$ cat src/common/ccsm_pkg.sv
// shared constants, types and register map of the config set manager
package ccsm_pkg;

  // ----------------------------------------------------------------
  // parameter set layout
  // ----------------------------------------------------------------
  localparam int CCSM_WORDS = 8;
  localparam int CCSM_IDX_W = 3;
  localparam logic [CCSM_IDX_W-1:0] CCSM_W_GAIN = 3'h0;
  localparam logic [CCSM_IDX_W-1:0] CCSM_W_AUTO = 3'h1;
  localparam logic [CCSM_IDX_W-1:0] CCSM_W_LUT = 3'h7;

  // gain word: low baseline and +6 dB baseline (raw gain units)
  localparam logic [15:0] CCSM_GAIN_LOW = 16'h0000;
  localparam logic [15:0] CCSM_GAIN_6DB = 16'h0040;
  // auto word bit fields
  localparam int CCSM_AUTO_GAIN_BIT = 0;
  localparam int CCSM_AUTO_EXP_BIT = 1;
  localparam int CCSM_AUTO_CONT_BIT = 2;
  localparam int CCSM_AUTO_MINGAIN_BIT = 3;
  localparam logic [15:0] CCSM_AUTO_OFF = 16'h0000;
  localparam logic [15:0] CCSM_AUTO_ON = 16'h000F;
  localparam logic [15:0] CCSM_WORD_RST = 16'h0000;

  // ----------------------------------------------------------------
  // register offsets
  // ----------------------------------------------------------------
  localparam logic [7:0] CCSM_REG_CTRL = 8'h00;
  localparam logic [7:0] CCSM_REG_SEL = 8'h04;
  localparam logic [7:0] CCSM_REG_STAT = 8'h08;
  localparam logic [7:0] CCSM_REG_ACT0 = 8'h20;
  localparam int CCSM_CTRL_SAVE_BIT = 0;
  localparam int CCSM_CTRL_LOAD_BIT = 1;
  localparam int CCSM_SEL_USER_LSB = 0;
  localparam int CCSM_SEL_FAC_LSB = 2;
  localparam int CCSM_SEL_BOOT_LSB = 4;
  localparam int CCSM_STAT_STATE_LSB = 0;
  localparam int CCSM_STAT_IDLE_BIT = 3;

  // ----------------------------------------------------------------
  // selector encodings
  // ----------------------------------------------------------------
  typedef enum logic [1:0] {
    CCSM_SLOT_DEFAULT = 2'b00,
    CCSM_SLOT_USER1 = 2'b01,
    CCSM_SLOT_USER2 = 2'b10,
    CCSM_SLOT_USER3 = 2'b11
  } ccsm_slot_t;

  typedef enum logic [1:0] {
    CCSM_FAC_STANDARD = 2'b00,
    CCSM_FAC_HIGHGAIN = 2'b01,
    CCSM_FAC_AUTO = 2'b10
  } ccsm_fac_t;

  typedef enum logic [1:0] {
    CCSM_ST_BOOT = 2'b00,
    CCSM_ST_IDLE = 2'b01,
    CCSM_ST_LOAD = 2'b10,
    CCSM_ST_SAVE = 2'b11
  } ccsm_state_t;

  localparam logic [1:0] CCSM_SLOT_RST = 2'b00;
  localparam logic [1:0] CCSM_FAC_RST = 2'b00;

  // ----------------------------------------------------------------
  // carriers
  // ----------------------------------------------------------------
  typedef struct packed {
    logic wr;
    logic rd;
    logic [7:0] addr;
    logic [31:0] wdata;
  } ccsm_bus_t;

  // persistent store image, kept outside in non-volatile memory
  typedef struct packed {
    logic [1:0] boot_sel;
    logic [1:0] fac_sel;
  } ccsm_nv_t;

endpackage : ccsm_pkg

$ cat src/design/ccsm_top.sv
// camera configuration set manager: active, factory, user and boot sets
//
// Behaviour
// - The working set lives in flops cleared by reset and takes edits written while the sequencer is idle.
// - Three factory sets are constants that no command can change.
// - The standard factory set has low gain and all auto functions off.
// - The high-gain factory set is the standard one with gain +6 dB.
// - The auto factory set enables continuous auto gain/exposure, min gain.
// - The default-set choice is held in non-volatile storage.
// - The default-set choice is standard when delivered.
// - Three non-volatile user slots 1..3 hold saved sets.
// - Store copies the working set, except the lookup-table word, into the selected user slot.
// - The lookup-table word is never stored nor restored.
// - Recall overwrites the working set from the selected slot or default.
// - Recall is honoured only while the camera is idle.
// - Default-set choice may change only while idle.
// - A persistent boot-set choice names slot 1..3 or the default set.
// - After reset the boot set is copied into the working set first.
`timescale 1ns/100ps
module ccsm_top #(
  parameter int WORDS = ccsm_pkg::CCSM_WORDS
) (
  // clock and reset
  input wire logic core_clk_in,
  input wire logic rst_n_in,
  // register port
  input wire ccsm_pkg::ccsm_bus_t bus_in,
  output logic [31:0] rdata_out,
  // acquisition status
  input wire logic acq_cont_in,
  input wire logic acq_pend_in,
  // persistent selector image in non-volatile storage
  input wire ccsm_pkg::ccsm_nv_t nv_in,
  output ccsm_pkg::ccsm_nv_t nv_out,
  output logic nv_we_out,
  // working set to the camera
  output logic [WORDS*16-1:0] active_out,
  output logic ready_out
);
  import ccsm_pkg::*;

  // ----------------------------------------------------------------
  // reset release
  // ----------------------------------------------------------------
  logic rst_meta, rst_n;
  always_ff @(posedge core_clk_in or negedge rst_n_in) begin
    if (!rst_n_in) begin
      rst_meta <= 1'b0;
      rst_n <= 1'b0;
    end else begin
      rst_meta <= 1'b1;
      rst_n <= rst_meta;
    end
  end

  // ----------------------------------------------------------------
  // storage
  // ----------------------------------------------------------------
  logic [15:0] active [WORDS];
  // user slots model non-volatile areas: no reset touches them
  logic [15:0] user_mem [3][WORDS];
  logic [1:0] user_sel;
  ccsm_nv_t nv;
  ccsm_state_t state;
  logic [CCSM_IDX_W-1:0] idx;
  logic [1:0] src_sel;
  logic idle;

  assign idle = !acq_cont_in && !acq_pend_in;

  // factory image word, fixed in logic
  function automatic logic [15:0] fac_word(
    input logic [1:0] fac, input logic [CCSM_IDX_W-1:0] i);
    logic [15:0] w;
    w = CCSM_WORD_RST;
    if (i == CCSM_W_GAIN) begin
      w = CCSM_GAIN_LOW;
      if (fac == CCSM_FAC_HIGHGAIN) begin
        w = CCSM_GAIN_6DB;
      end
    end
    if (i == CCSM_W_AUTO) begin
      w = (fac == CCSM_FAC_AUTO) ? CCSM_AUTO_ON : CCSM_AUTO_OFF;
    end
    return w;
  endfunction : fac_word

  // source word for a load from slot or default
  function automatic logic [15:0] src_word(
    input logic [1:0] s, input logic [1:0] fac,
    input logic [CCSM_IDX_W-1:0] i);
    logic [15:0] w;
    w = CCSM_WORD_RST;
    if (s == CCSM_SLOT_DEFAULT) begin
      w = fac_word(fac, i);
    end else begin
      w = user_mem[s - 2'h1][i];
    end
    return w;
  endfunction : src_word

  // code 3 names no factory set
  function automatic logic fac_legal(input logic [1:0] f);
    logic ok;
    ok = f != 2'h3;
    return ok;
  endfunction : fac_legal

  // ----------------------------------------------------------------
  // bus decode
  // ----------------------------------------------------------------
  logic hit_ctrl, hit_sel, hit_stat;
  logic wr_ctrl, wr_sel, wr_act, act_hit;
  logic [CCSM_IDX_W-1:0] act_idx;
  assign hit_ctrl = bus_in.addr == CCSM_REG_CTRL;
  assign hit_sel = bus_in.addr == CCSM_REG_SEL;
  assign hit_stat = bus_in.addr == CCSM_REG_STAT;
  assign wr_ctrl = bus_in.wr && hit_ctrl;
  assign wr_sel = bus_in.wr && hit_sel;
  assign act_hit = bus_in.addr >= CCSM_REG_ACT0 &&
                   bus_in.addr < CCSM_REG_ACT0 + 8'(WORDS * 4) &&
                   bus_in.addr[1:0] == 2'b00;
  assign act_idx = CCSM_IDX_W'((bus_in.addr - CCSM_REG_ACT0) >> 2);
  assign wr_act = bus_in.wr && act_hit && state == CCSM_ST_IDLE;

  // ----------------------------------------------------------------
  // selector fields
  // ----------------------------------------------------------------
  logic [1:0] wr_user, wr_fac, wr_boot;
  assign wr_user = bus_in.wdata[CCSM_SEL_USER_LSB +: 2];
  assign wr_fac = bus_in.wdata[CCSM_SEL_FAC_LSB +: 2];
  assign wr_boot = bus_in.wdata[CCSM_SEL_BOOT_LSB +: 2];

  // ----------------------------------------------------------------
  // sequencer
  // ----------------------------------------------------------------
  logic go_save, go_load;
  assign go_save = wr_ctrl && bus_in.wdata[CCSM_CTRL_SAVE_BIT] &&
                   state == CCSM_ST_IDLE && user_sel != CCSM_SLOT_DEFAULT;
  // busy load ignored
  // save wins when both bits are set and a user slot is selected
  assign go_load = wr_ctrl && bus_in.wdata[CCSM_CTRL_LOAD_BIT] &&
                   !go_save && state == CCSM_ST_IDLE && idle;

  always_ff @(posedge core_clk_in or negedge rst_n) begin
    if (!rst_n) begin
      state <= CCSM_ST_BOOT;
      idx <= '0;
      src_sel <= CCSM_SLOT_RST;
    end else begin
      unique case (state)
        CCSM_ST_BOOT: begin
          src_sel <= nv_in.boot_sel;
          idx <= '0;
          state <= CCSM_ST_LOAD;
        end
        CCSM_ST_IDLE: begin
          idx <= '0;
          if (go_save) begin
            src_sel <= user_sel;
            state <= CCSM_ST_SAVE;
          end else if (go_load) begin
            src_sel <= user_sel;
            state <= CCSM_ST_LOAD;
          end
        end
        CCSM_ST_LOAD, CCSM_ST_SAVE: begin
          idx <= idx + 1'b1;
          if (idx == CCSM_IDX_W'(WORDS - 1)) begin
            state <= CCSM_ST_IDLE;
          end
        end
      endcase
    end
  end

  // ----------------------------------------------------------------
  // working set
  // ----------------------------------------------------------------
  // volatile, edits land here
  always_ff @(posedge core_clk_in or negedge rst_n) begin
    if (!rst_n) begin
      for (int i = 0; i < WORDS; i++) begin
        active[i] <= CCSM_WORD_RST;
      end
    end else if (state == CCSM_ST_LOAD) begin
      if (idx != CCSM_W_LUT) begin
        active[idx] <= src_word(src_sel, nv.fac_sel, idx);
      end
    end else if (wr_act) begin
      active[act_idx] <= bus_in.wdata[15:0];
    end
  end

  // ----------------------------------------------------------------
  // user slots
  // ----------------------------------------------------------------
  // three persistent slots
  always_ff @(posedge core_clk_in) begin
    if (state == CCSM_ST_SAVE && idx != CCSM_W_LUT) begin
      user_mem[src_sel - 2'h1][idx] <= active[idx];
    end
  end

  // ----------------------------------------------------------------
  // selectors
  // ----------------------------------------------------------------
  always_ff @(posedge core_clk_in or negedge rst_n) begin
    if (!rst_n) begin
      user_sel <= CCSM_SLOT_RST;
    end else if (wr_sel && state == CCSM_ST_IDLE) begin
      user_sel <= wr_user;
    end
  end

  // persistent choices mirrored from storage; writes go back out
  logic fac_ok;
  assign fac_ok = wr_sel && state == CCSM_ST_IDLE && idle &&
                  fac_legal(wr_fac);
  always_ff @(posedge core_clk_in or negedge rst_n) begin
    if (!rst_n) begin
      nv <= '{boot_sel: CCSM_SLOT_RST, fac_sel: CCSM_FAC_RST};
      nv_we_out <= 1'b0;
    end else begin
      nv_we_out <= 1'b0;
      if (state == CCSM_ST_BOOT) begin
        nv.boot_sel <= nv_in.boot_sel;
        // junk in storage falls back to standard
        if (fac_legal(nv_in.fac_sel)) begin
          nv.fac_sel <= nv_in.fac_sel;
        end else begin
          nv.fac_sel <= CCSM_FAC_STANDARD;
        end
      end else if (wr_sel && state == CCSM_ST_IDLE) begin
        nv.boot_sel <= wr_boot;
        if (fac_ok) begin
          nv.fac_sel <= wr_fac;
        end
        nv_we_out <= 1'b1;
      end
    end
  end
  assign nv_out = nv;

  // ----------------------------------------------------------------
  // read back
  // ----------------------------------------------------------------
  logic [31:0] sel_word, stat_word;
  always_comb begin
    sel_word = '0;
    sel_word[CCSM_SEL_USER_LSB +: 2] = user_sel;
    sel_word[CCSM_SEL_FAC_LSB +: 2] = nv.fac_sel;
    sel_word[CCSM_SEL_BOOT_LSB +: 2] = nv.boot_sel;
    stat_word = '0;
    stat_word[CCSM_STAT_STATE_LSB +: 2] = state;
    stat_word[CCSM_STAT_IDLE_BIT] = idle;
  end

  always_ff @(posedge core_clk_in or negedge rst_n) begin
    if (!rst_n) begin
      rdata_out <= '0;
    end else if (bus_in.rd) begin
      rdata_out <= '0;
      if (hit_sel) begin
        rdata_out <= sel_word;
      end else if (hit_stat) begin
        rdata_out <= stat_word;
      end else if (act_hit) begin
        rdata_out <= {16'h0, active[act_idx]};
      end
    end else begin
      rdata_out <= '0;
    end
  end

  always_comb begin
    for (int i = 0; i < WORDS; i++) begin
      active_out[i*16 +: 16] = active[i];
    end
  end
  assign ready_out = state == CCSM_ST_IDLE;

endmodule : ccsm_top

$ cat config.mk
export PLATFORM = sky130hd
export DESIGN_NAME = ccsm_top
export DESIGN_NICKNAME = d
export VERILOG_FILES = /design/src/common/ccsm_pkg.sv /design/src/design/ccsm_top.sv
export SDC_FILE = /design/constraint.sdc
export NUM_CORES = 1
export LEC_CHECK = 0
export BUFFER_PORTS_ARGS = -buffer_cell sky130_fd_sc_hd__buf_2
export CORE_AREA = 8 8 237 239
export CTS_CLUSTER_SIZE = 14
export DETAILED_ROUTE_END_ITERATION = 6
export DIE_AREA = 0 0 245 247
export PLACE_DENSITY = 0.66
export SKIP_LAST_GASP = 1
export SLEW_MARGIN = 20
export SYNTH_ARGS = -nofsm -noshare
export SYNTH_HDL_FRONTEND = slang
export SYNTH_SLANG_ARGS = --single-unit
$ cat constraint.sdc
create_clock -name core_clk_in -period 7.7 [get_ports core_clk_in]
set_input_delay 0.385 -clock core_clk_in [delete_from_list [all_inputs] [get_ports core_clk_in]]
set_output_delay 0.385 -clock core_clk_in [all_outputs]
set_load 0.01 [all_outputs]
## After elaboration in Yosys (flattened, before gate mapping)

Memory sizes are Yosys's and may differ from the RTL's.
Cells that the tools add are included.

- Register bits: 176
- Bits in latches: 0
- Memory bits (writable): 384
- Bits in read-only memories: 0
- Input port bits: 50
- Output and inout port bits: 166
- Word-level logic and storage cells: 129
- Memories kept: 1

- Add/subtract/negate cells: 3
- Multiply operators: 0
- Divide/modulo/power cells: 0
- $lt $le $gt $ge: 6
- Equality and inequality tests: 15
- Shift operators: 0
- Multiplexer cells: 45
- Bitwise logic cells: 2
- Reductions and logical operators: 39

Memory list:

| memory | depth | width | read ports | clocked after Yosys merged registers in | write ports | RTL line | RTL |
|---|---|---|---|---|---|---|---|
| user_mem | 3 | 128 | 1 | 0 | 1 | ccsm_top.sv:61 | `logic [15:0] user_mem [3][WORDS];` |

Operators by type and width:

| kind | count |
|---|---|
| 128-bit 2-to-1 mux | 4 |
| 128-bit bitwise mux | 2 |
| 16-bit 2-to-1 mux | 15 |
| 16-bit binary-select mux with 3-bit select | 3 |
| 16-bit demux with 3-bit select | 2 |
| 32-bit 2-to-1 mux | 1 |
| 1-bit logical AND | 20 |
| 2-bit 2-to-1 mux | 7 |
| 7-bit 2-to-1 mux | 2 |
| 4-bit 2-to-1 mux | 3 |
| 2-bit nonzero test | 5 |
| 8-bit by 3-bit == test with 1-bit output, second input constant | 1 |
| 8-bit by 4-bit == test with 1-bit output, second input constant | 1 |
| 4-bit greater-or-equal comparator, second input constant | 2 |
| 8-bit by 6-bit greater-or-equal comparator with 1-bit output, second input constant | 1 |
| 8-bit logical NOT | 1 |
| 4-bit by 1-bit < comparator with 1-bit output, second input constant | 2 |
| 8-bit by 7-bit < comparator with 1-bit output, second input constant | 1 |
| 3-bit NOT with 4-bit output | 2 |
| 2-bit AND reduction | 4 |
| 2-bit == test, second input constant | 3 |
| 2-bit logical NOT | 3 |
| 2-bit != test, second input constant | 3 |
| 2-bit case mux with 3 select lines | 1 |
| other kinds (15) | 21 |

## Logic depth before layout (Yosys ltp)

Gate-level depths: netlist of run 1.

- Word-level depth: 12
- Gate-level depth with buffers: 14
- Mapped depth without buffers: 8

## Least setup slack after synthesis of run 1

OpenSTA, ideal clock, no wires.

- Path type: flip-flop to flip-flop
- Start point: register src_sel[0]
- End point: register active, in the netlist active_out[75]
- Library setup time: 0.136 ns
- Data arrival time: 2.505 ns
- Required time: 7.564 ns
- Path slack: 5.059 ns
- Cell stages (with the launch flop): 15
- Path buffers: 7
- Clock period less this slack: 2.641 ns
- Cell sequence: dfrtp_1 -> buf_2 -> buf_6 -> inv_1 -> ha_1 -> buf_2 -> buf_4 -> buf_2 -> buf_2 -> buf_4 -> a21oi_1 -> a221oi_1 -> nand3_1 -> a22oi_1 -> o21ai_0

- Longest elaborated chain between the ends: 11
- Elaborated cells between the ends (all ways): 12
- Classes of those cells: 1 x add/sub; 9 x mux; 1 x reduce/logical; 1 x memory

RTL lines:

| what | RTL line | RTL |
|---|---|---|
| from (decl) | ccsm_top.sv:66 | `logic [1:0] src_sel;` |
| from (signal assigned) | ccsm_top.sv:153 | `src_sel <= nv_in.boot_sel;` |
| from (signal assigned) | ccsm_top.sv:160 | `src_sel <= user_sel;` |
| from (signal assigned) | ccsm_top.sv:163 | `src_sel <= user_sel;` |
| 2-bit by 1-bit subtractor with 2-bit output | ccsm_top.sv:97 | `w = user_mem[s - 2'h1][i];` |
| memory read 3 x 128 bit | -- |  |
| 16-bit binary-select mux with 3-bit select | ccsm_top.sv:97 |  |
| 16-bit 2-to-1 mux (implied by the code) (2 in series) | ccsm_top.sv:97 |  |
| 16-bit 2-to-1 mux * | ccsm_top.sv:94 | `if (s == CCSM_SLOT_DEFAULT) begin` |
| 16-bit 2-to-1 mux * | ccsm_top.sv:187 | `if (idx != CCSM_W_LUT) begin` |
| 16-bit 2-to-1 mux * | ccsm_top.sv:186 | `end else if (state == CCSM_ST_LOAD) begin` |
| 128-bit bitwise mux * | ccsm_top.sv:188 | `active[idx] <= src_word(src_sel, nv.fac_sel, idx);` |
| 128-bit 2-to-1 mux * | ccsm_top.sv:187 |  |
| 128-bit 2-to-1 mux * | ccsm_top.sv:186 |  |
| to (signal, indexed assignment) | ccsm_top.sv:188 |  |
| to (signal, indexed assignment) | ccsm_top.sv:191 | `active[act_idx] <= bus_in.wdata[15:0];` |
| to (decl) | ccsm_top.sv:59 | `logic [15:0] active [WORDS];` |

Mark *: on every way between the ends. The rest lies on a longest branch, timed or not. The select of a mux whose other input is x is not followed.
A chain may end at the register's enable or synchronous reset.

## Worst setup path in the final report of run 1

- Start point: register src_sel[0]
- End point: register active, in the netlist active_out[0]

The elaborated chain is that of the path after synthesis.

==> impl_results.md, run 1 <==
- Status: complete, but fails checks
- Failing checks: DRC
- Reg2Reg Depth: 9
- Pins Over Slew Limit: 0
- Hold Crit Class: input pin to register
- Fmax: 220 MHz
- Top cell type's share of synthesized area: 0.465
- Vias per cell: 6.50
- Final instance area: 28000 µm²
- Layout cells sized above 1: 0.200
- Cts repair resizes: 0
- Final core utilization: 0.537
- Die area: 60500 µm²
- Clk buf depth: 3
- Fillcell total: 4341
- Row count: 84
- Pleak: 0.00966 µW
- GR Util All Layers: 0.252
- Register bit count reported by yosys: 544
- Die H: 247 µm
- Worst Max-Slew Pin Slew: 1.17 ns
- Post-Syn Area: 24800 µm²
- Hpwl dp: 51800 µm
- CTS tree: done
- Initial antenna violation count: 0
- Async S/R FF share, synth: 0.294
- Cell count after synthesis: 1861
- CP required: 8.17 ns
- Setup_tns: 0 ns
- Initial Utilization: 0.474
- DR pass1 iterations: 7
- Clk root buf: clkbuf_16
- Post-synthesis sequential area ratio: 0.627
- Setup slack at placement: 3.39 ns
- H-tree levels: 2
- DR WL/cell: 28.4 µm
- Max Cap Violations: 0
- Vias in the first global route: 17600
- Clk_lat worst skew: 0.61 ns
- Final setup vio count: 0
- Syn_area_per_cell: 13.3 µm²
- Drt first-iter violations: 2436
- DIE WIDTH: 245 µm
- Clock Pin Slew Worst Setup and Hold Paths: 0.06 ns
- Power Density: 283 nW/µm²
- Post-DRT Antenna Nets: 0
- Num CTS Buffers: 55
- WS Path Type: register to register
- Worst clock skew: 0.0208 ns
- Area leader, netlist: edfxtp_1
- Pin count of the biggest net entering global routing: 81
- Hold wc startpoint: nv_in[0]
- Residual DRC count: 1
- CTS sink count: 544
- Yosys cell types: 80
- Critical Path AT: 5.00 ns
- Crit path capture type: register
- Hold Crit Depth: 3
- DP Area: 26300 µm²
- Synth warn: 0
- Detailed-route via count: 18000
- Final worst slack: 3.16 ns
- Hold Path Sink: nv_out[0]
- First-pass GRT wire length: 115000 µm
- Final net count: 2094
- Most common library cells after synthesis: edfxtp_1, dfrtp_1, mux2i_1
- Port Buffers: 183
- Peak VDD IR: 0.246 mV
- Hold Slack: 0.0434 ns
- CP max FO: 80
- RR Startpoint: src_sel[0]
- CTS Hold Bufs: 1
- Fin crit period: 4.54 ns
- GPL Wtd Cong: 0.936
- Predominant post-synthesis flop cell: edfxtp_1
- I/O pins: 216
- RSZ-0062 raised after global routing: no
- Startpoint types: register
- Synth top area cells: edfxtp_1, dfrtp_1, mux2i_1
- WL final: 78600 µm
- Placeable Area: 52200 µm²
- Fin. Hold Viols: 0
- Reg-to-reg slack, setup: 3.16 ns
- Most frequent cell after synthesis: edfxtp_1
- Reg-to-reg endpoint: active_out[0]
- Area grow syn2layout: 13.2%
- Slew headroom: 0.217
- Grt total ovfl: 0
- Post-synth EDFFs: 384
- Final worst-path cycle share: 0.589
- Setup Buffers After CTS: 0
critical path, stage by stage (launching register included):
cell	delay, ns
dfrtp_4	0.89
inv_1	0.35
ha_4	0.43
buf_4	0.39
nand4b_1	0.42
o22ai_1	0.13
nor4_1	0.60
o311ai_1	0.40
nor3_2	0.53
o22ai_1	0.17
layer usage:
metal,part of all wire,vias up,global-route usage
met5,0,-,0
met4,0.039,0,0.0955
met3,0.12,226,0.0606
met2,0.45,1221,0.390
met1,0.40,8948,0.342
li1,-,7604,-
kinds of logic after synthesis:
logic type / after synthesis / share of synthesized area
mux: 212 / 0.104
buf+inv: 155 / 0.0342
simple gates: 406 / 0.0809
fa+ha+maj: 8 / 0.00404
compound gates: 534 / 0.149
flops: 544 / 0.627
other cells: 2 / 0.000303
cells in the final DEF, fill, tap and decap left out, types with 8 or more instances in the layout:
cell type  instances
buf_2            183
clkinv_2          12
conb_1            17
nor3_1            39
inv_1             11
clkinv_1          10
or3_1             13
clkbuf_1          19
nand2_1           89
nor2_1           149
o21ai_0           61
mux4_2            34
nand3b_1           8
mux2i_1          152
a22oi_1           63
edfxtp_1         384
mux2_2            15
o211ai_1          15
a211o_1            8
a221oi_1          15
o21ai_1           46
a21oi_1          101
o22ai_1           62
nand3_1           22
a22o_1            11
a31oi_1           11
nand4_1           10
o221ai_1          41
mux2_1             9
a211oi_1          10
o22a_1             9
and3_1             8
o21a_1            39
dfrtp_1          155
buf_4             56
clkbuf_16         55
worst max-delay path by stage:
stage | cells after the start | endpoint | from
finish | 9 | active_out[0] | src_sel[0]
global route | 9 | active_out[0] | src_sel[0]
CTS | 9 | active_out[0] | src_sel[0]
detailed placement | 9 | active_out[0] | src_sel[0]
global placement | 9 | active_out[0] | src_sel[0]
floorplan | 0 | active_out[0] | rst_n
registers in the layout, indices dropped and copies added (netlist names), 2 cells and up:
register,count
state,2
idx,3
nv_out,4
user_sel,2
src_sel,2
active_out,128
rdata_out,16
user_mem,384
cell type report:
cell class                 count  area [µm²]  share of cell area
clock inverter                25         190             0.00678
antenna                        2        5.00            0.000178
multi-input combinational   1177        8520               0.304
timing repair buffer         244        1390              0.0496
clock buffer                  76        1480              0.0526
inverter                      14        52.6             0.00187
sequential                   544       15500               0.554
tap                          688         861              0.0307
where the power goes:
part / switching (µW) / internal, µW / total (µW)
sequential: 143 / 3370 / 3510
combinational: 1300 / 601 / 1910
clock: 1120 / 1400 / 2520
stage by stage:
step | power (µW) | instances
6_report | 7940 | 2770
5_1_grt | 8200 | 2768
4_1_cts | 7920 | 2764
3_5_place_dp | 5430 | 2662
3_3_place_gp | 5390 | 2662
2_1_floorplan | 4800 | 1876
Note: power is estimated with default switching activity, not from simulation.
==> run 2: changes to the inputs <==
==> constraint.sdc (replaced) <==
create_clock -name core_clk_in -period 4.5 [get_ports core_clk_in]
set_input_delay 0.225 -clock core_clk_in [delete_from_list [all_inputs] [get_ports core_clk_in]]
set_output_delay 0.225 -clock core_clk_in [all_outputs]
set_load 0.01 [all_outputs]
==> impl_results.md, run 2 (same netlist as run 1, synthesis figures left out) <==
- Status: completed
- Fin crit period: 3.49 ns
- Multi-input gate area: 8500 µm²
- Die H: 247 µm
- GPL Wtd Cong: 0.904
- P_int: 9350 µW
- DR pass1 iterations: 6
- Drt first-iter violations: 2472
- Final net count: 2156
- Clk root buf: clkbuf_16
- Startpoint types: register
- Worst Max-Slew Pin Slew: 1.13 ns
- Most frequent cells in the layout: edfxtp_1, buf_2, dfrtp_1
- Seq pwr share: 0.428
- Post-DRT Antenna Nets: 0
- Hold Slack: 0.0447 ns
- Hpwl dp: 52500 µm
- Port Buffers: 183
- Area grow syn2layout: 15.5%
- I/O pins: 216
- Vias per cell: 6.45
- RSZ-0062 raised after global routing: no
- CP max FO: 65
- CTS sink count: 544
- CP required: 5.04 ns
- CTS Hold Bufs: 27
- WL final: 79200 µm
- Max Cap Violations: 0
- Clock Pin Slew Worst Setup and Hold Paths: 0.06 ns
- Fmax: 287 MHz
- Pleak: 0.00997 µW
- Comb power frac: 0.250
- Crit path capture type: register
- Final setup vio count: 0
- Setup Buffers After CTS: 0
- CTS tree: done
- Clk_lat worst skew: 0.63 ns
- Fin. Hold Viols: 0
- Worst clock skew: 0.0134 ns
- Critical Path AT: 4.03 ns
- Switching Fraction: 0.322
- FF+latch area: 15500 µm²
- Clock network fraction of total power: 0.321
- Placeable Area: 52200 µm²
- Pin count of the biggest net entering global routing: 131
- Vias in the first global route: 18000
- Switching pwr: 4440 µW
- Hold Crit Class: input pin to register
- Detailed-route via count: 18300
- Layout cells sized above 1: 0.210
- Number of flip-flops in the largest register: 384
- Biggest register: user_mem
- Peak VDD IR: 0.467 mV
- H-tree levels: 2
- Fillcell total: 4281
- WS Path Type: register to register
- DIE WIDTH: 245 µm
- Diode count: 0
- Initial antenna violation count: 0
- Die area: 60500 µm²
- Cts repair resizes: 0
- GR Util All Layers: 0.256
- Residual DRC count: 0
- Clk buf depth: 3
- Initial Utilization: 0.474
- First-pass GRT wire length: 117000 µm
- Power Density: 482 nW/µm²
- DR WL/cell: 28.0 µm
- Final worst-path cycle share: 0.775
- Pins Over Slew Limit: 0
- Slew headroom: 0.245
- Num CTS Buffers: 55
- Commonest non-fill, non-tap cell in the layout: edfxtp_1
- Row count: 84
- Grt total ovfl: 0
- Setup_tns: 0 ns
## run 2: changes by cell type in the layout (fill, tap and decap cells not counted), sizes merged
cell and change:
buf +36, dlygate4sd3 +26, clkbuf -3, clkinv +3
diode -2, bufinv +1, clkinvlp -1, inv +1
## run 2: final timing paths
kind	cells past startpoint	slack (ns)	to	from
worst min-delay path	3	0.04	nv_out[2]	bus_in[4]
min in group asynchronous	0	0.42	active_out[76]	rst_n
worst max register to register	8	1.01	active_out[63]	src_sel[0]
max in group asynchronous	1	2.92	src_sel[0]	rst_n
worst max-delay path	8	1.01	active_out[63]	src_sel[0]
worst min register to register	0	0.36	rst_n	rst_meta
## run 2: final cells by class
cell class | instances | share of cell area
clock inverters | 29 | 0.00853
inverters | 14 | 0.00184
multi-input cells | 1177 | 0.297
repair buffers | 306 | 0.0675
clock buffers | 73 | 0.0516
flip-flops and latches | 544 | 0.543
well taps | 688 | 0.0301
## run 2: worst max-delay path: stages, from the launching register on
cell,delay [ns]
dfrtp_4,0.48
inv_1,0.28
ha_4,0.51
buf_4,0.66
nand4b_1,0.38
or3_1,0.55
o22ai_1,0.21
a21oi_1,0.08
a21oi_1,0.20
## run 2: through the flow
stage	total power, µW	instances	util	cell area (µm²)	setup WS (ns)
floorplan	8220	1876	-	24800	1.85
detailed placement	9340	2702	0.510	26600	1.11
global placement	9280	2702	0.510	26600	1.12
global route	14200	2831	0.548	28600	0.840
finish	13800	2831	0.548	28600	1.01
CTS	13800	2831	0.548	28600	1.09
## run 2: power groups by stage
stage	logic, µW	registers (µW)	clock network, µW
4_1_cts	3380	5900	4480
3_3_place_gp	3280	6000	0
6_report	3450	5910	4430
5_1_grt	3650	5920	4670
3_5_place_dp	3340	6000	0
2_1_floorplan	2230	5990	0
## run 2: per-layer routing
metal	up-vias	part of all wire	track usage
met5	-	0	0
met1	9084	0.40	0.346
met2	1200	0.45	0.395
li1	7734	-	-
met4	0	0.047	0.120
met3	243	0.11	0.0517
